--- src/hdl/ufcis_pkg.sv ---
// constants for the uart fifo control and interrupt status block
// assumes one 50 MHz clock and an apb master on the register side
`default_nettype none
package ufcis_pkg;
  // ----------------------------------------------------------------
  // sizes
  // ----------------------------------------------------------------
  localparam int FIFO_DEPTH = 32;
  localparam int BYTE_W = 8;
  localparam int CNT_W = 6;
  // ----------------------------------------------------------------
  // register byte offsets
  // ----------------------------------------------------------------
  localparam logic [7:0] ADDR_DATA = 8'h00;      // write: tx fifo, read: rx fifo
  localparam logic [7:0] ADDR_FIFO_CTRL = 8'h08; // write: fifo_control, read: interrupt_status
  localparam logic [7:0] ADDR_ENH = 8'h0c;       // enhanced_feature_reg
  localparam logic [7:0] ADDR_LEVELS = 8'h10;    // fill counts
  // ----------------------------------------------------------------
  // field positions and reset values
  // ----------------------------------------------------------------
  localparam int FCR_EN = 0;
  localparam int FCR_RX_CLEAR = 1;
  localparam int FCR_TX_CLEAR = 2;
  localparam int FCR_DMA_MODE = 3;
  localparam int FCR_TX_SEL_LSB = 4;
  localparam int FCR_RX_SEL_LSB = 6;
  localparam int ENH_EN = 4;
  localparam logic [7:0] FCR_RESET = 8'h00;
  localparam logic [7:0] ENH_RESET = 8'h00;
  // ----------------------------------------------------------------
  // trigger levels in bytes
  // ----------------------------------------------------------------
  localparam logic [CNT_W-1:0] RX_TRIG_0 = 6'h08;
  localparam logic [CNT_W-1:0] RX_TRIG_1 = 6'h10;
  localparam logic [CNT_W-1:0] RX_TRIG_2 = 6'h18;
  localparam logic [CNT_W-1:0] RX_TRIG_3 = 6'h1c;
  localparam logic [CNT_W-1:0] TX_TRIG_0 = 6'h10;
  localparam logic [CNT_W-1:0] TX_TRIG_1 = 6'h08;
  localparam logic [CNT_W-1:0] TX_TRIG_2 = 6'h18;
  localparam logic [CNT_W-1:0] TX_TRIG_3 = 6'h1e;
  // ----------------------------------------------------------------
  // interrupt identification codes, bits 5..0
  // ----------------------------------------------------------------
  localparam logic [5:0] ISR_NONE = 6'h01;
  localparam logic [5:0] ISR_LINE = 6'h06;
  localparam logic [5:0] ISR_RX_DATA = 6'h04;
  localparam logic [5:0] ISR_RX_TIMEOUT = 6'h0c;
  localparam logic [5:0] ISR_TX_EMPTY = 6'h02;
  localparam logic [5:0] ISR_MODEM = 6'h00;
  localparam logic [5:0] ISR_XOFF = 6'h10;
  localparam logic [5:0] ISR_FLOW = 6'h20;
  typedef enum logic [2:0] {
    SRC_NONE = 3'b000,
    SRC_LINE = 3'b001,
    SRC_RXD = 3'b010,
    SRC_RXTO = 3'b011,
    SRC_THR = 3'b100,
    SRC_MODEM = 3'b101,
    SRC_XOFF = 3'b110,
    SRC_FLOW = 3'b111
  } ufcis_src_t;
endpackage : ufcis_pkg
`default_nettype wire

--- src/hdl/ufcis_top.sv ---
// fifo control, dma ready pins and prioritised interrupt status of a uart
// assumes the serial engine on pclk feeds rx bytes and takes tx bytes
//
// What this block does
// - mode 1: tx ready pin high when full
// - mode 1: tx ready pin low at trigger
// - mode 1: rx ready low at trigger/timeout
// - mode 1: rx ready high only when empty
// - tx clear empties fifo, self-clears
// - rx clear empties fifo, self-clears
// - enable bit turns both fifos on
// - control bits other than enable ignored unless enable set
// - rx trigger codes give 8/16/24/28
// - tx trigger codes give 16/8/24/30
// - status read returns highest pending source
// - read clears only the reported source
// - line status is level 1, 000110
// - rx data 000100, timeout 001100, level 2
// - tx empty is level 3, 000010
// - modem change is level 4, 000000
// - xoff/special match level 5, 010000
// - cts/rts change level 6, 100000
// - bits 7:6 mirror fifo enable
// - bits 5:4 need enhanced enable
// - xoff bit holds until xon
// - bit 0 low while anything pending
// - mode 0: tx ready low while empty
// - mode 0: rx ready low while nonempty
// - rx data source drops below trigger
// - tx empty raised dropping below trigger
`default_nettype none
module ufcis_top
  import ufcis_pkg::*;
#(
  parameter int DEPTH = ufcis_pkg::FIFO_DEPTH
) (
  input wire logic pclk,                        // system clock
  input wire logic presetn,                     // async reset, active low
  input wire logic psel,                        // apb select
  input wire logic penable,                     // apb enable
  input wire logic pwrite,                      // apb direction
  input wire logic [7:0] paddr,                 // apb byte address
  input wire logic [31:0] pwdata,               // apb write data
  output logic [31:0] prdata,                   // apb read data
  output logic pready,                          // apb ready
  output logic pslverr,                         // apb error
  input wire logic tx_take,                     // shifter asks for a byte
  output logic [ufcis_pkg::BYTE_W-1:0] tx_byte, // byte to shifter
  output logic tx_byte_valid,                   // tx_byte valid pulse
  input wire logic rx_push,                     // receiver delivers a byte
  input wire logic [ufcis_pkg::BYTE_W-1:0] rx_byte, // received byte
  input wire logic rx_timeout,                  // receive time-out pulse
  input wire logic line_status_event,           // line error pulse
  input wire logic modem_status_event,          // modem input change pulse
  input wire logic xoff_match,                  // flow-off character seen
  input wire logic xon_match,                   // flow-on character seen
  input wire logic special_match,               // special character seen
  input wire logic flow_change,                 // cts or rts changed
  output logic tx_dma_ready_n,                  // transmit dma ready, low active
  output logic rx_dma_ready_n,                  // receive dma ready, low active
  output logic fifo_enabled                     // fifos in use
);
  import ufcis_pkg::*;

  localparam int AW = $clog2(DEPTH);

  // ----------------------------------------------------------------
  // state
  // ----------------------------------------------------------------
  logic [BYTE_W-1:0] tx_mem [DEPTH];
  logic [BYTE_W-1:0] rx_mem [DEPTH];
  logic [AW-1:0] tx_wr_q, tx_wr_d, tx_rd_q, tx_rd_d;
  logic [AW-1:0] rx_wr_q, rx_wr_d, rx_rd_q, rx_rd_d;
  logic [CNT_W-1:0] tx_cnt_q, tx_cnt_d, rx_cnt_q, rx_cnt_d;
  logic [7:0] fcr_q, fcr_d, enh_q, enh_d;
  logic [31:0] prdata_q, prdata_d;
  logic pready_q, pready_d, pslverr_q, pslverr_d;
  logic pop_ok_q, pop_ok_d;
  ufcis_src_t src_hold_q, src_hold_d, cur_src;
  logic line_q, line_d, rxto_q, rxto_d, thr_q, thr_d, modem_q, modem_d;
  logic xoff_q, xoff_d, spec_q, spec_d, flow_q, flow_d;
  logic [BYTE_W-1:0] tx_byte_q, tx_byte_d;
  logic tx_vld_q, tx_vld_d, txr_n_q, txr_n_d, rxr_n_q, rxr_n_d;
  logic setup, access, tx_push, tx_pop, rx_ok, rx_pop, tx_clr, rx_clr;
  logic mode1, enh, rxd_pend;
  logic [CNT_W-1:0] lim, rx_trig, tx_trig, rx_lvl, tx_lvl;
  logic [5:0] cur_code;

  // ----------------------------------------------------------------
  // trigger selection and priority
  // ----------------------------------------------------------------
  always_comb begin
    case (fcr_q[FCR_RX_SEL_LSB +: 2])
      2'b00: rx_trig = RX_TRIG_0;
      2'b01: rx_trig = RX_TRIG_1;
      2'b10: rx_trig = RX_TRIG_2;
      default: rx_trig = RX_TRIG_3;
    endcase
    case (fcr_q[FCR_TX_SEL_LSB +: 2])
      2'b00: tx_trig = TX_TRIG_0;
      2'b01: tx_trig = TX_TRIG_1;
      2'b10: tx_trig = TX_TRIG_2;
      default: tx_trig = TX_TRIG_3;
    endcase
    // with fifos off each path behaves as a one-byte holding register
    lim = fcr_q[FCR_EN] ? CNT_W'(DEPTH) : CNT_W'(1);
    rx_lvl = fcr_q[FCR_EN] ? rx_trig : CNT_W'(1);
    tx_lvl = fcr_q[FCR_EN] ? tx_trig : CNT_W'(1);
    mode1 = fcr_q[FCR_EN] & fcr_q[FCR_DMA_MODE];
    enh = enh_q[ENH_EN];
    rxd_pend = rx_cnt_q >= rx_lvl;
    cur_src = SRC_NONE;
    cur_code = ISR_NONE;
    if (line_q) begin
      cur_src = SRC_LINE;
      cur_code = ISR_LINE;
    end else if (rxd_pend) begin
      cur_src = SRC_RXD;
      cur_code = ISR_RX_DATA;
    end else if (rxto_q) begin
      cur_src = SRC_RXTO;
      cur_code = ISR_RX_TIMEOUT;
    end else if (thr_q) begin
      cur_src = SRC_THR;
      cur_code = ISR_TX_EMPTY;
    end else if (modem_q) begin
      cur_src = SRC_MODEM;
      cur_code = ISR_MODEM;
    end else if (enh && (xoff_q || spec_q)) begin
      cur_src = SRC_XOFF;
      cur_code = ISR_XOFF;
    end else if (enh && flow_q) begin
      cur_src = SRC_FLOW;
      cur_code = ISR_FLOW;
    end
  end

  // ----------------------------------------------------------------
  // apb slave, fifo control and counters
  // ----------------------------------------------------------------
  // reads are answered from a value frozen in the setup cycle, so the
  // source that a status read clears is exactly the one it returned
  always_comb begin
    setup = psel & ~penable;
    access = psel & penable & pready_q;
    pready_d = setup;
    prdata_d = prdata_q;
    pslverr_d = 1'b0;
    pop_ok_d = pop_ok_q;
    src_hold_d = src_hold_q;
    fcr_d = fcr_q;
    enh_d = enh_q;
    tx_clr = 1'b0;
    rx_clr = 1'b0;
    tx_push = 1'b0;
    rx_pop = 1'b0;
    if (setup) begin
      prdata_d = 32'h0000_0000;
      pop_ok_d = 1'b0;
      src_hold_d = SRC_NONE;
      case (paddr)
        ADDR_DATA: begin
          if (!pwrite) begin
            prdata_d[BYTE_W-1:0] = rx_mem[rx_rd_q];
            pop_ok_d = rx_cnt_q != '0;
          end
        end
        ADDR_FIFO_CTRL: begin
          if (!pwrite) begin
            prdata_d[7:0] = {{2{fcr_q[FCR_EN]}}, cur_code};
            src_hold_d = cur_src;
          end
        end
        ADDR_ENH: prdata_d[7:0] = enh_q;
        ADDR_LEVELS: prdata_d[15:0] = {2'b00, rx_cnt_q, 2'b00, tx_cnt_q};
        default: pslverr_d = 1'b1;
      endcase
    end
    if (access && !pslverr_q) begin
      case (paddr)
        ADDR_DATA: begin
          if (pwrite) begin
            tx_push = tx_cnt_q < lim;
          end else begin
            rx_pop = pop_ok_q;
          end
        end
        ADDR_FIFO_CTRL: begin
          if (pwrite) begin
            if (pwdata[FCR_EN]) begin
              // clear bits are never stored, so fcr_q always holds them at zero
              fcr_d = pwdata[7:0] & 8'hf9;
              tx_clr = pwdata[FCR_TX_CLEAR] | ~fcr_q[FCR_EN];
              rx_clr = pwdata[FCR_RX_CLEAR] | ~fcr_q[FCR_EN];
            end else begin
              fcr_d[FCR_EN] = 1'b0;
              tx_clr = fcr_q[FCR_EN];
              rx_clr = fcr_q[FCR_EN];
            end
          end
        end
        ADDR_ENH: begin
          if (pwrite) begin
            enh_d = pwdata[7:0];
          end
        end
        default: ;
      endcase
    end
    tx_pop = tx_take && tx_cnt_q != '0;
    rx_ok = rx_push && rx_cnt_q < lim; // overflowing bytes are dropped
    tx_byte_d = tx_pop ? tx_mem[tx_rd_q] : tx_byte_q;
    tx_vld_d = tx_pop;
    // a clear wins over a push or pop in the same cycle
    if (tx_clr) begin
      tx_wr_d = '0;
      tx_rd_d = '0;
      tx_cnt_d = '0;
    end else begin
      tx_wr_d = tx_push ? AW'(tx_wr_q + 1'b1) : tx_wr_q;
      tx_rd_d = tx_pop ? AW'(tx_rd_q + 1'b1) : tx_rd_q;
      tx_cnt_d = CNT_W'(tx_cnt_q + CNT_W'(tx_push) - CNT_W'(tx_pop));
    end
    if (rx_clr) begin
      rx_wr_d = '0;
      rx_rd_d = '0;
      rx_cnt_d = '0;
    end else begin
      rx_wr_d = rx_ok ? AW'(rx_wr_q + 1'b1) : rx_wr_q;
      rx_rd_d = rx_pop ? AW'(rx_rd_q + 1'b1) : rx_rd_q;
      rx_cnt_d = CNT_W'(rx_cnt_q + CNT_W'(rx_ok) - CNT_W'(rx_pop));
    end
  end

  // ----------------------------------------------------------------
  // interrupt sources and dma ready pins
  // ----------------------------------------------------------------
  // every sticky source: the hardware set wins over the read clear
  always_comb begin
    line_d = (line_q & ~(access && src_hold_q == SRC_LINE)) | line_status_event;
    rxto_d = (rxto_q & ~(rx_pop | rx_clr | (access && src_hold_q == SRC_RXTO)))
             | rx_timeout;
    thr_d = (thr_q & ~(tx_push | (access && src_hold_q == SRC_THR)))
            | (tx_cnt_q >= tx_lvl && tx_cnt_d < tx_lvl);
    modem_d = (modem_q & ~(access && src_hold_q == SRC_MODEM)) | modem_status_event;
    xoff_d = (xoff_q & ~xon_match) | xoff_match;
    spec_d = (spec_q & ~(access && src_hold_q == SRC_XOFF)) | special_match;
    flow_d = (flow_q & ~(access && src_hold_q == SRC_FLOW)) | flow_change;
    if (mode1) begin
      if (tx_cnt_q == CNT_W'(DEPTH)) begin
        txr_n_d = 1'b1;
      end else if (tx_cnt_q <= tx_trig) begin
        txr_n_d = 1'b0;
      end else begin
        txr_n_d = txr_n_q;
      end
      if (rx_cnt_q >= rx_trig || (rxto_q && rx_cnt_q != '0)) begin
        rxr_n_d = 1'b0;
      end else if (rx_cnt_q == '0) begin
        rxr_n_d = 1'b1;
      end else begin
        rxr_n_d = rxr_n_q;
      end
    end else begin
      txr_n_d = tx_cnt_q != '0;
      rxr_n_d = rx_cnt_q == '0;
    end
  end

  // ----------------------------------------------------------------
  // registers
  // ----------------------------------------------------------------
  always_ff @(posedge pclk) begin
    if (tx_push) begin
      tx_mem[tx_wr_q] <= pwdata[BYTE_W-1:0];
    end
    if (rx_ok && !rx_clr) begin
      rx_mem[rx_wr_q] <= rx_byte;
    end
  end

  always_ff @(posedge pclk or negedge presetn) begin
    if (!presetn) begin
      tx_wr_q <= '0;
      tx_rd_q <= '0;
      rx_wr_q <= '0;
      rx_rd_q <= '0;
      tx_cnt_q <= '0;
      rx_cnt_q <= '0;
      fcr_q <= FCR_RESET;
      enh_q <= ENH_RESET;
      prdata_q <= 32'h0000_0000;
      pready_q <= 1'b0;
      pslverr_q <= 1'b0;
      pop_ok_q <= 1'b0;
      src_hold_q <= SRC_NONE;
      line_q <= 1'b0;
      rxto_q <= 1'b0;
      thr_q <= 1'b0;
      modem_q <= 1'b0;
      xoff_q <= 1'b0;
      spec_q <= 1'b0;
      flow_q <= 1'b0;
      tx_byte_q <= 8'h00;
      tx_vld_q <= 1'b0;
      txr_n_q <= 1'b0;
      rxr_n_q <= 1'b1;
    end else begin
      tx_wr_q <= tx_wr_d;
      tx_rd_q <= tx_rd_d;
      rx_wr_q <= rx_wr_d;
      rx_rd_q <= rx_rd_d;
      tx_cnt_q <= tx_cnt_d;
      rx_cnt_q <= rx_cnt_d;
      fcr_q <= fcr_d;
      enh_q <= enh_d;
      prdata_q <= prdata_d;
      pready_q <= pready_d;
      pslverr_q <= pslverr_d;
      pop_ok_q <= pop_ok_d;
      src_hold_q <= src_hold_d;
      line_q <= line_d;
      rxto_q <= rxto_d;
      thr_q <= thr_d;
      modem_q <= modem_d;
      xoff_q <= xoff_d;
      spec_q <= spec_d;
      flow_q <= flow_d;
      tx_byte_q <= tx_byte_d;
      tx_vld_q <= tx_vld_d;
      txr_n_q <= txr_n_d;
      rxr_n_q <= rxr_n_d;
    end
  end

  assign prdata = prdata_q;
  assign pready = pready_q;
  assign pslverr = pslverr_q;
  assign tx_byte = tx_byte_q;
  assign tx_byte_valid = tx_vld_q;
  assign tx_dma_ready_n = txr_n_q;
  assign rx_dma_ready_n = rxr_n_q;
  assign fifo_enabled = fcr_q[FCR_EN];

  // ----------------------------------------------------------------
  // checks
  // ----------------------------------------------------------------
  logic isr_rd_acc;
  assign isr_rd_acc = access && !pwrite && paddr == ADDR_FIFO_CTRL;

  a_isr_none_bit: assert property (@(posedge pclk) disable iff (!presetn)
    isr_rd_acc |-> prdata_q[0] == (src_hold_q == SRC_NONE))
    else $error("status bit 0 disagrees with pending source");
  a_isr_fifo_bits: assert property (@(posedge pclk) disable iff (!presetn)
    isr_rd_acc |-> prdata_q[7:6] == {2{fcr_q[FCR_EN]}})
    else $error("status bits 7:6 do not mirror fifo enable");
  a_isr_enh_gate: assert property (@(posedge pclk) disable iff (!presetn)
    isr_rd_acc && !enh_q[ENH_EN] |-> prdata_q[5:4] == 2'b00)
    else $error("status bits 5:4 set without enhanced enable");
  a_line_top_prio: assert property (@(posedge pclk) disable iff (!presetn)
    setup && !pwrite && paddr == ADDR_FIFO_CTRL && line_q |=> prdata_q[5:0] == 6'h06)
    else $error("line status not reported first");
  a_read_clear_one: assert property (@(posedge pclk) disable iff (!presetn)
    isr_rd_acc && src_hold_q == SRC_LINE && !line_status_event && modem_q
    |=> !line_q && modem_q)
    else $error("status read cleared the wrong source");
  a_tx_clear: assert property (@(posedge pclk) disable iff (!presetn)
    access && pwrite && paddr == ADDR_FIFO_CTRL && pwdata[0] && pwdata[2]
    |=> tx_cnt_q == '0 && fcr_q[FCR_TX_CLEAR] == 1'b0)
    else $error("tx fifo clear did not empty it");
  a_rx_clear: assert property (@(posedge pclk) disable iff (!presetn)
    access && pwrite && paddr == ADDR_FIFO_CTRL && pwdata[0] && pwdata[1]
    |=> rx_cnt_q == '0 && fcr_q[FCR_RX_CLEAR] == 1'b0)
    else $error("rx fifo clear did not empty it");
  a_fcr_ignored: assert property (@(posedge pclk) disable iff (!presetn)
    access && pwrite && paddr == ADDR_FIFO_CTRL && !pwdata[0]
    |=> !fcr_q[FCR_EN] && fcr_q[7:1] == $past(fcr_q[7:1]))
    else $error("control bits changed without enable");
  a_rx_dma_hold: assert property (@(posedge pclk) disable iff (!presetn)
    mode1 && !rxr_n_q && rx_cnt_q != '0 && !access |=> !rxr_n_q)
    else $error("rx dma ready released before empty");
  a_tx_dma_full: assert property (@(posedge pclk) disable iff (!presetn)
    mode1 && tx_cnt_q == CNT_W'(DEPTH) && !access |=> tx_dma_ready_n)
    else $error("tx dma ready not high when full");
  a_rx_trig_28: assert property (@(posedge pclk) disable iff (!presetn)
    mode1 && fcr_q[7:6] == 2'b11 && rx_cnt_q == 6'h1c && !access |=> !rx_dma_ready_n)
    else $error("rx trigger 28 not honoured");
  a_xoff_sticky: assert property (@(posedge pclk) disable iff (!presetn)
    xoff_q && !xon_match |=> xoff_q)
    else $error("xoff flag dropped without xon");

  c_isr_read_line: cover property (@(posedge pclk) disable iff (!presetn)
    isr_rd_acc && src_hold_q == SRC_LINE);
  c_rx_dma_mode1: cover property (@(posedge pclk) disable iff (!presetn)
    mode1 && $fell(rx_dma_ready_n));
  c_tx_full: cover property (@(posedge pclk) disable iff (!presetn)
    tx_cnt_q == CNT_W'(DEPTH));
endmodule // ufcis_top
`default_nettype wire
--- config.mk ---
export PLATFORM = sky130hd
export DESIGN_NAME = ufcis_top
export DESIGN_NICKNAME = d
export VERILOG_FILES = /design/src/hdl/ufcis_pkg.sv /design/src/hdl/ufcis_top.sv
export SDC_FILE = /design/constraint.sdc
export NUM_CORES = 1
export LEC_CHECK = 0
export CORE_UTILIZATION = 40
export CTS_BUF_LIST = sky130_fd_sc_hd__clkbuf_4 sky130_fd_sc_hd__clkbuf_8
export CTS_CLUSTER_SIZE = 28
export DETAILED_ROUTE_END_ITERATION = 8
export DONT_BUFFER_PORTS = 1
export PLACE_DENSITY_LB_ADDON = 0.3
export SYNTH_ARGS = -nofsm -noshare
export SYNTH_HDL_FRONTEND = slang
export SYNTH_SLANG_ARGS = --single-unit
--- constraint.sdc ---
create_clock -name pclk -period 5.55 [get_ports pclk]
set_input_delay 0.8325 -clock pclk [delete_from_list [all_inputs] [get_ports pclk]]
set_output_delay 0.8325 -clock pclk [all_outputs]
set_load 0.05 [all_outputs]
# Word level (Yosys, flattened, before mapping)
# Memories as Yosys holds them, arrays and structs flattened. A register that Yosys moved wholly into a read port is not among the register bits.
# Cells that the tools add are included.
dict set report totals {
  ff_bits 78
  latch_bits 0
  ram_bits 512
  romBits 0
  in_bits 62
  out_inout_bits 46
  wordCells 186
  mem_count 2
}
dict set report op_classes {
  addsub 8
  n_mul 0
  div 0
  order_cmp 7
  eq_ne 16
  shifts 0
  mux 64
  bitwise 32
  n_reduce_logical 33
}
# name words width rd rd_clocked_by_memory_dff wr line
set mem_list {}
lappend mem_list {rx_mem 32 8 1 0 1 ufcis_top.sv:71} ;# logic [BYTE_W-1:0] rx_mem [DEPTH];
lappend mem_list {tx_mem 32 8 1 1 1 ufcis_top.sv:70} ;# logic [BYTE_W-1:0] tx_mem [DEPTH];
# op n
set ops {}
lappend ops {{two-way mux 6 bit} 13}
lappend ops {{two-way mux 5 bit} 8}
lappend ops {{case mux 8 bit (4 select lines)} 1}
lappend ops {{case mux 5 bit (3 select lines)} 2}
lappend ops {{two-way mux 1 bit} 29}
lappend ops {{two-way mux 3 bit} 9}
lappend ops {{adder 5 x 1 -> 5 bit (second input constant)} 4}
lappend ops {{greater-or-equal comparator 6 bit} 3}
lappend ops {{less-than comparator 6 bit} 3}
lappend ops {{equality test 8 x 4 -> 1 bit (second input constant)} 2}
lappend ops {{two-way mux 8 bit} 2}
lappend ops {{logical AND 1 bit} 14}
lappend ops {{adder 6 x 1 -> 6 bit} 2}
lappend ops {{equality test 3 bit (second input constant)} 4}
lappend ops {{OR 1 bit} 12}
lappend ops {{nonzero test 6 bit} 2}
lappend ops {{subtractor 6 x 1 -> 6 bit} 2}
lappend ops {{AND 1 bit} 11}
lappend ops {{NOT 1 bit} 9}
lappend ops {{equality test 8 x 5 -> 1 bit (second input constant)} 1}
lappend ops {{zero test 8 bit} 1}
lappend ops {{nonzero test 2 bit} 4}
lappend ops {{equality test 6 bit (second input constant)} 1}
lappend ops {{less-or-equal comparator 6 bit} 1}
lappend ops {{12 further kinds} 20}

# Logic depth before layout (Yosys ltp)
# Gate-level depths: netlist (run 1).
dict set report logic_depth {
  word_depth 11
  depth_mapped 24
  mapped_depth_nobuf 24
}

# Worst setup path after synthesis (run 1)
# Ideal clock, no wire load.
dict set report synth_path {
  path_kind {input -> register}
  startpoint {input paddr[5]}
  endpoint {register thr_q}
  setup_time_ns 0.082
  arrival_time_ns 4.439
  t_required_ns 5.468
  path_slack_ns 1.029
  path_stages 18
  path_buffers 0
  cell_sequence {nor4_4 and2_1 o21ai_1 nor3_2 inv_1 ha_1 inv_1 ha_1 inv_1 fa_1 xor2_1 nor2_1 ha_1 a21o_1 a21oi_1 nor2b_1 or4_1 o22ai_1}
}
dict set report synth_via {
  elab_chain_len 9
  word_cells_on_any_way 15
  cone_classes {add/sub: 2; order compare: 1; eq/ne: 1; mux: 5; bitwise: 4; reduce/logical: 2}
}
# item line
set synth_rtl {}
lappend synth_rtl {{from (decl)} ufcis_top.sv:42} ;# input wire logic [7:0] paddr,
lappend synth_rtl {{zero test 8 bit} ufcis_top.sv:180} ;# case (paddr)
lappend synth_rtl {{two-way mux 1 bit} ufcis_top.sv:180}
lappend synth_rtl {{two-way mux 1 bit} ufcis_top.sv:179} ;# if (access && !pslverr_q) begin
lappend synth_rtl {{adder 6 x 1 -> 6 bit} ufcis_top.sv:222} ;# tx_cnt_d = CNT_W'(tx_cnt_q + CNT_W'(tx_push) - CNT_W'(tx_pop));
lappend synth_rtl {{subtractor 6 x 1 -> 6 bit} ufcis_top.sv:222}
lappend synth_rtl {{two-way mux 6 bit (*)} ufcis_top.sv:215} ;# if (tx_clr) begin
lappend synth_rtl {{named net tx_cnt_d[2]} ufcis_top.sv:74} ;# logic [CNT_W-1:0] tx_cnt_q, tx_cnt_d, rx_cnt_q, rx_cnt_d;
lappend synth_rtl {{less-than comparator 6 bit (*)} ufcis_top.sv:244} ;# | (tx_cnt_q >= tx_lvl && tx_cnt_d < tx_lvl);
lappend synth_rtl {{logical AND 1 bit (*)} ufcis_top.sv:244}
lappend synth_rtl {{OR 1 bit (*)} ufcis_top.sv:244}
lappend synth_rtl {{named net thr_d} ufcis_top.sv:80} ;# logic line_q, line_d, rxto_q, rxto_d, thr_q, thr_d, modem_q, modem_d;
lappend synth_rtl {{to (signal assigned)} ufcis_top.sv:324} ;# thr_q <= thr_d;
lappend synth_rtl {{to (decl)} ufcis_top.sv:80}
# The timed path passes the listed nets; every way through them passes the cells marked *.
# A chain may end at the register's enable or synchronous reset.

# Worst setup path after layout (run 1)
dict set report layout_path {
  startpoint {register tx_cnt_q[2]}
  endpoint {register thr_q}
}
dict set report layout_via {
  word_cells_on_any_way 16
  cone_classes {add/sub: 2; order compare: 3; mux: 4; bitwise: 4; reduce/logical: 3}
}
# item line
set layout_rtl {}
lappend layout_rtl {{from (decl)} ufcis_top.sv:74}
lappend layout_rtl {{from (signal assigned)} ufcis_top.sv:313} ;# tx_cnt_q <= tx_cnt_d;
lappend layout_rtl {{nonzero test 6 bit} ufcis_top.sv:210} ;# tx_pop = tx_take && tx_cnt_q != '0;
lappend layout_rtl {{logical AND 1 bit} ufcis_top.sv:210}
lappend layout_rtl {{named net tx_pop} ufcis_top.sv:84} ;# logic setup, access, tx_push, tx_pop, rx_ok, rx_pop, tx_clr, rx_clr;
lappend layout_rtl {{subtractor 6 x 1 -> 6 bit} ufcis_top.sv:222}
lappend layout_rtl {{two-way mux 6 bit} ufcis_top.sv:215}
lappend layout_rtl {{named net tx_cnt_d[2]} ufcis_top.sv:74}
lappend layout_rtl {{less-than comparator 6 bit} ufcis_top.sv:244}
lappend layout_rtl {{logical AND 1 bit} ufcis_top.sv:244}
lappend layout_rtl {{OR 1 bit} ufcis_top.sv:244}
lappend layout_rtl {{named net thr_d} ufcis_top.sv:80}
# The timed path passes the listed nets, and every way through them passes these cells.

==> run metrics, run 1 <==
DR vias/cell=5.49; library cells used by synthesis=65; fraction of registers with async set/reset=14.1%; pin slew with the least headroom to its limit=1.10 ns; drt drc=0; Clock Latency Late Sink=0.72 ns; Synth top cells by count=512 x edfxtp_1, 126 x nor2_1, 121 x mux4_2; CTS Buf Count=98; Warnings, synthesis=0; Clock Sinks=596; register bit total from synthesis=596; R2R Path End=thr_q; mean routed wirelength per cell=23.5 µm; post-layout minimum cycle time=4.88 ns; antenna violations before repair=2; Layout area overhead=10.9%; via count=13,000; Setup WS pre-CTS=0.629 ns; Reg area=17,500 µm²; largest net degree at the start of global routing=85; max-cap violations=0; Hold WC Path Type=in -> async; maximum fanout along the worst path=18; Area contributors post-synth=edfxtp_1 62%, mux4_2 11%, dfrtp_1 8.4%; Cell Area, Synth=24,800 µm²; placed instance area=25,500 µm²; slew margin rel.=26.1%; Root Driver=clkbuf_8; Total Power=11,300 µW; worst reg2reg path depth=19; endpoints failing setup=0; DIE HEIGHT=251 µm; CP top delay family=simple AND/OR/NAND/NOR gates; Routed WL=55.7 mm; count leader, synth=edfxtp_1; most used flip-flop cell after synthesis=edfxtp_1; Reg2Reg Launch Point=tx_cnt_q[2]; fin worst setup slack=0.673 ns; Pre-antenna DRT Iters=5; CP Data Required Time=6.16 ns; RSZ-0062 raised after global routing=false; sequential share of the synthesized area=70.5%; Worst Path Arrival=5.48 ns; met2 usage=28.9%; Final period util=87.9%; global routing usage on met3=4.15%; first-pass GRT wire length=84.7 mm; design area=27,500 µm²; global routing usage on met1=24.8%; fillers=5,311; DPL Wire Length=35.4 mm; layout cell share with drive strength beyond 1=20.2%; width of the die=251 µm; status=complete, no violations; pwr/cell area=410 nW/µm²; core area=60,800 µm²; CP max stage delay=0.51 ns; maximum vdd drop=0.000175 V; Clk pin slew, worst setup/hold paths=0.06 ns; vias in the first global route=13,500; die area=63,000 µm²; CP startpoint kind=flip-flop; Slowest cell on crit path=or4_1; CP Capture Type=flip-flop; Setup Buffers After CTS=0; Hold Vio Cnt, Final=0; Syn Area/Cell=16.9 µm²; # rows=90; Mapped Cells=1,463; TritonCTS clock tree=built; initial DRC count=1,198; Worst R2R Setup Slack=0.67 ns; most used routing layer=met2; Highest Clock Rate=205 MHz; top cell type's share of synthesized area=62.0%; Fin Setup TNS=0 ns; Initial Utilization=40.8%; Leakage=0.00912 µW; grt ovf=0; critical path class=reg -> reg; area occupied by multi-input gates=6800 µm²; Total Routing Usage GR=18.0%; Final Slew Violations=0; Max Clock Skew=0.0525 ns; NumNets Final=1,631; Final GP Congestion=0.837; Layout Utilization=45.2%; CTS max path bufs=3; Post-synth EDFFs=512; H-tree depth reported by CTS=3; antenna-violating nets left=0; Port Buffers=0; CP cell instances=inv_1, ha_1, nor3b_1, nand2_1, nand2_1, inv_1, ha_1, inv_1, ha_1, inv_1, fa_1, xor2_1, nor2_1, ha_1, a21o_1, a21oi_1, nor2b_1, or4_1, o22ai_1; largest area contributor in the netlist=edfxtp_1; # IOs=108; CP bufs+invs=4
-- cell type report --
cell class	instances	share of cell area [%]
multi-input combinational	764	24.7
antenna	2	0.0182
clock inverter	34	0.737
tap	782	3.56
sequential	596	63.6
clock buffer	141	6.26
timing repair buffer	17	0.537
inverter	40	0.546
-- repair_timing --
action / 4_1_cts / 5_1_grt
hold endpoints to repair: 84 / 0
hold buffers: 1 / 0
resized for setup: 0 / 0
-- cells by family (layout without fill, tap and decap cells) --
group / count (synthesis) / after routing / share of synthesized area [%]
adder cells (fa/ha/maj): 52 / 52 / 2.69
buffers and inverters: 120 / 232 / 2.29
flip-flops: 596 / 596 / 70.5
XOR/XNOR: 22 / 22 / 0.777
AO/OA/AOI/OAI: 188 / 188 / 4.90
multiplexers: 162 / 162 / 12.7
AND/OR/NAND/NOR: 322 / 322 / 6.09
other: 1 / 20 / 0.0151
-- routing by layer --
layer / up-vias / wire [µm]
met5: - / 0
met4: 0 / 926
li1: 5817 / -
met1: 6735 / 24400
met2: 401 / 26700
met3: 82 / 3630
-- power by group --
part / leakage [µW] / internal (µW) / total, µW / switching [µW]
sequential: 0.00565 / 5030 / 5460 / 431
combinational: 0.00244 / 965 / 2050 / 1080
clock: 0.00102 / 2010 / 3760 / 1750
total: 0.00912 / 8000 / 11300 / 3260
-- flip-flops by register name (all words and copies together), names as in the netlist, 6 cells and up --
name / count
fcr_q: 6
tx_cnt_q: 6
rx_mem: 256
tx_mem: 256
prdata: 14
enh_q: 8
rx_cnt_q: 6
tx_byte: 8
-- cell usage in the layout (no fill, tap or decap), drive strengths merged, types with 5 or more instances in the layout --
cell type / n
ha: 50
and2: 7
a21o: 9
conb: 18
nand2: 80
nor3: 10
nor3b: 5
inv: 44
nand3: 26
o211ai: 9
edfxtp: 512
mux2i: 26
buf: 17
a21oi: 55
o21ai: 30
nor2: 126
a22oi: 54
xnor2: 10
mux2: 15
clkinv: 29
nand4: 11
or4: 5
nand3b: 8
dfrtp: 83
nor4: 5
xor2: 12
clkbuf: 141
nor2b: 15
nand2b: 11
mux4: 121
-- metrics by stage --
| step | cells | hold slack, ns |
|---|---|---|
| final | 2376 | 0.0278 |
| after global routing | 2376 | 0.00591 |
| after CTS | 2374 | 0.00273 |
| after detailed placement | 2198 | 0.461 |
| after global placement | 2198 | 0.447 |
| after floorplan | 1480 | 0.432 |
-- how the worst max path moves through the flow --
stage | startpoint | end | slack, ns | cells past startpoint
floorplan | paddr[5] | thr_q | 1.03 | 18
global placement | paddr[1] | thr_q | 0.70 | 20
detailed placement | paddr[1] | thr_q | 0.63 | 18
CTS | tx_cnt_q[2] | thr_q | 0.67 | 19
global route | tx_cnt_q[3] | thr_q | 0.28 | 21
finish | tx_cnt_q[2] | thr_q | 0.67 | 19
Power figures use the tool's default switching activity.
==> inputs of run 2 (changes only) <==
--- a/config.mk
+++ b/config.mk
@@ -11,6 +11,7 @@
 export DETAILED_ROUTE_END_ITERATION = 8
 export DONT_BUFFER_PORTS = 1
 export PLACE_DENSITY_LB_ADDON = 0.3
+export RECOVER_POWER = 50
 export SYNTH_ARGS = -nofsm -noshare
 export SYNTH_HDL_FRONTEND = slang
 export SYNTH_SLANG_ARGS = --single-unit
==> run 2 against run 1 <==
Wire length is essentially flat. Clock skew decreased by 0.0011 ns. Core utilization about the same. Hold slack better by 0.0022 ns. Die area did not move. Clock power about the same. Register-to-register slack gained 0.02 ns. Critical path depth stayed put. Final area about the same. Combinational power about the same. Highest routed layer unchanged.
==> run metrics, run 2 (synthesis gave the netlist of run 1 again) <==
Max Clock Skew=0.0514 ns; status=complete, no violations; Final GP Congestion=0.837; Setup Buffers After CTS=0; antenna violations before repair=2; Psw=3260 µW; first-pass GRT wire length=84.7 mm; Sw Share=28.9%; Hold Slack=0.0300 ns; largest net degree at the start of global routing=85; Non-Filler Instances=2,376; Routed WL=55.8 mm; CP top delay family=simple AND/OR/NAND/NOR gates; Total Routing Usage GR=18.0%; Final Slew Violations=0; DIE HEIGHT=251 µm; CTS Buf Count=98; max-cap violations=0; Post-CTS Hold Buffers=1; pwr/cell area=410 nW/µm²; Final period util=87.6%; Root Driver=clkbuf_8; Clock Latency Late Sink=0.72 ns; # IOs=108; Clk pin slew, worst setup/hold paths=0.06 ns; CP startpoint kind=flip-flop; CP Data Required Time=6.16 ns; Layout area overhead=10.9%; Reg2Reg Launch Point=tx_cnt_q[2]; NumNets Final=1,631; worst reg2reg path depth=19; pin slew with the least headroom to its limit=1.11 ns; maximum fanout along the worst path=18; CTS max path bufs=3; post-layout minimum cycle time=4.86 ns; critical path class=reg -> reg; Worst Path Arrival=5.47 ns; CP cell instances=inv_1, ha_1, nor3b_1, nand2_1, nand2_1, inv_1, ha_1, inv_1, ha_1, inv_1, fa_1, xor2_1, nor2_1, ha_1, a21o_1, a21oi_1, nor2b_1, or4_1, o22ai_1; antenna-violating nets left=0; Slowest cell on crit path=or4_1; CP Capture Type=flip-flop; sequential share of power=48.5%; slew margin rel.=25.5%; grt ovf=0; stages on the worst setup path=19; Port Buffers=0; internal power=8000 µW; DPL Wire Length=35.4 mm; placed instance area=25,500 µm²; part of the power in the clock network=33.4%; vias in the first global route=13,500; design area=27,500 µm²; width of the die=251 µm; Leakage=0.00911 µW; CP max stage delay=0.51 ns; most frequent cells in the layout=512 x edfxtp_1, 126 x nor2_1, 121 x mux4_2; core area=60,800 µm²; endpoints failing setup=0; DR vias/cell=5.49; Hold Vio Cnt, Final=0; RSZ-0062 raised after global routing=false; Hold WC Path Type=in -> async; initial DRC count=1,121; Logic pwr share=18.2%; mean routed wirelength per cell=23.5 µm; # resized after CTS=0; drt drc=0; TritonCTS clock tree=built; Placed Cells=2,198; Pre-antenna DRT Iters=5; CP bufs+invs=4; via count=13,100; H-tree depth reported by CTS=3; # rows=90; maximum vdd drop=0.000175 V; Crit. Startpoint=tx_cnt_q[2]; Clock Sinks=596; Highest Clock Rate=206 MHz; Fin Setup TNS=0 ns; commonest non-fill, non-tap cell in the layout=edfxtp_1; die area=63,000 µm²; Initial Utilization=40.8%; layout cell share with drive strength beyond 1=20.2%
-- run 2: cell types whose count changed in the layout (fill, tap and decap cells not counted) --
cell     previous run  this run
and2_1              6         5
nor3b_2             1         0
and2_0              1         2
nor3b_1             4         5
-- run 2: metal layers --
layer,vias to the layer above,global-route usage (%),wire (µm)
met5,-,0,0
met4,0,5.07,910
met3,78,4.15,3690
met2,377,28.9,26900
met1,6780,24.8,24300
li1,5817,-,-
-- run 2: through the flow --
step | utilization [%] | total power, µW | setup WS (ns)
floorplan | - | 7030 | 1.03
CTS | 45.2 | 11400 | 0.675
global placement | 42.0 | 7560 | 0.697
detailed placement | 42.0 | 7600 | 0.629
finish | 45.2 | 11300 | 0.690
global route | 45.2 | 11800 | 0.278
-- run 2: final cells by class --
class,instances,area [µm²]
Sequential cell,596,17500
Clock buffer,141,1720
Tap cell,782,978
Multi-Input combinational cell,764,6800
Timing Repair Buffer,17,148
Antenna cell,2,5.00
Clock inverter,34,203
Inverter,40,150
Fill cell,5312,33300
-- run 2: final timing paths --
kind	to	slack, ns
worst max-delay path	thr_q	0.69
worst min-delay path	rx_cnt_q[0]	0.03
worst max register to register	thr_q	0.69
worst min register to register	pop_ok_q	0.47
max in group asynchronous	tx_rd_q[1]	5.10
min in group pclk	flow_q	0.21
-- run 2: power by group through the flow --
stage | registers [µW] | logic, µW | clock network, µW
3_5_place_dp | 5560 | 2040 | 0
3_3_place_gp | 5550 | 2010 | 0
4_1_cts | 5470 | 2060 | 3840
2_1_floorplan | 5320 | 1700 | 0
5_1_grt | 5500 | 2280 | 4030
6_report | 5460 | 2040 | 3760
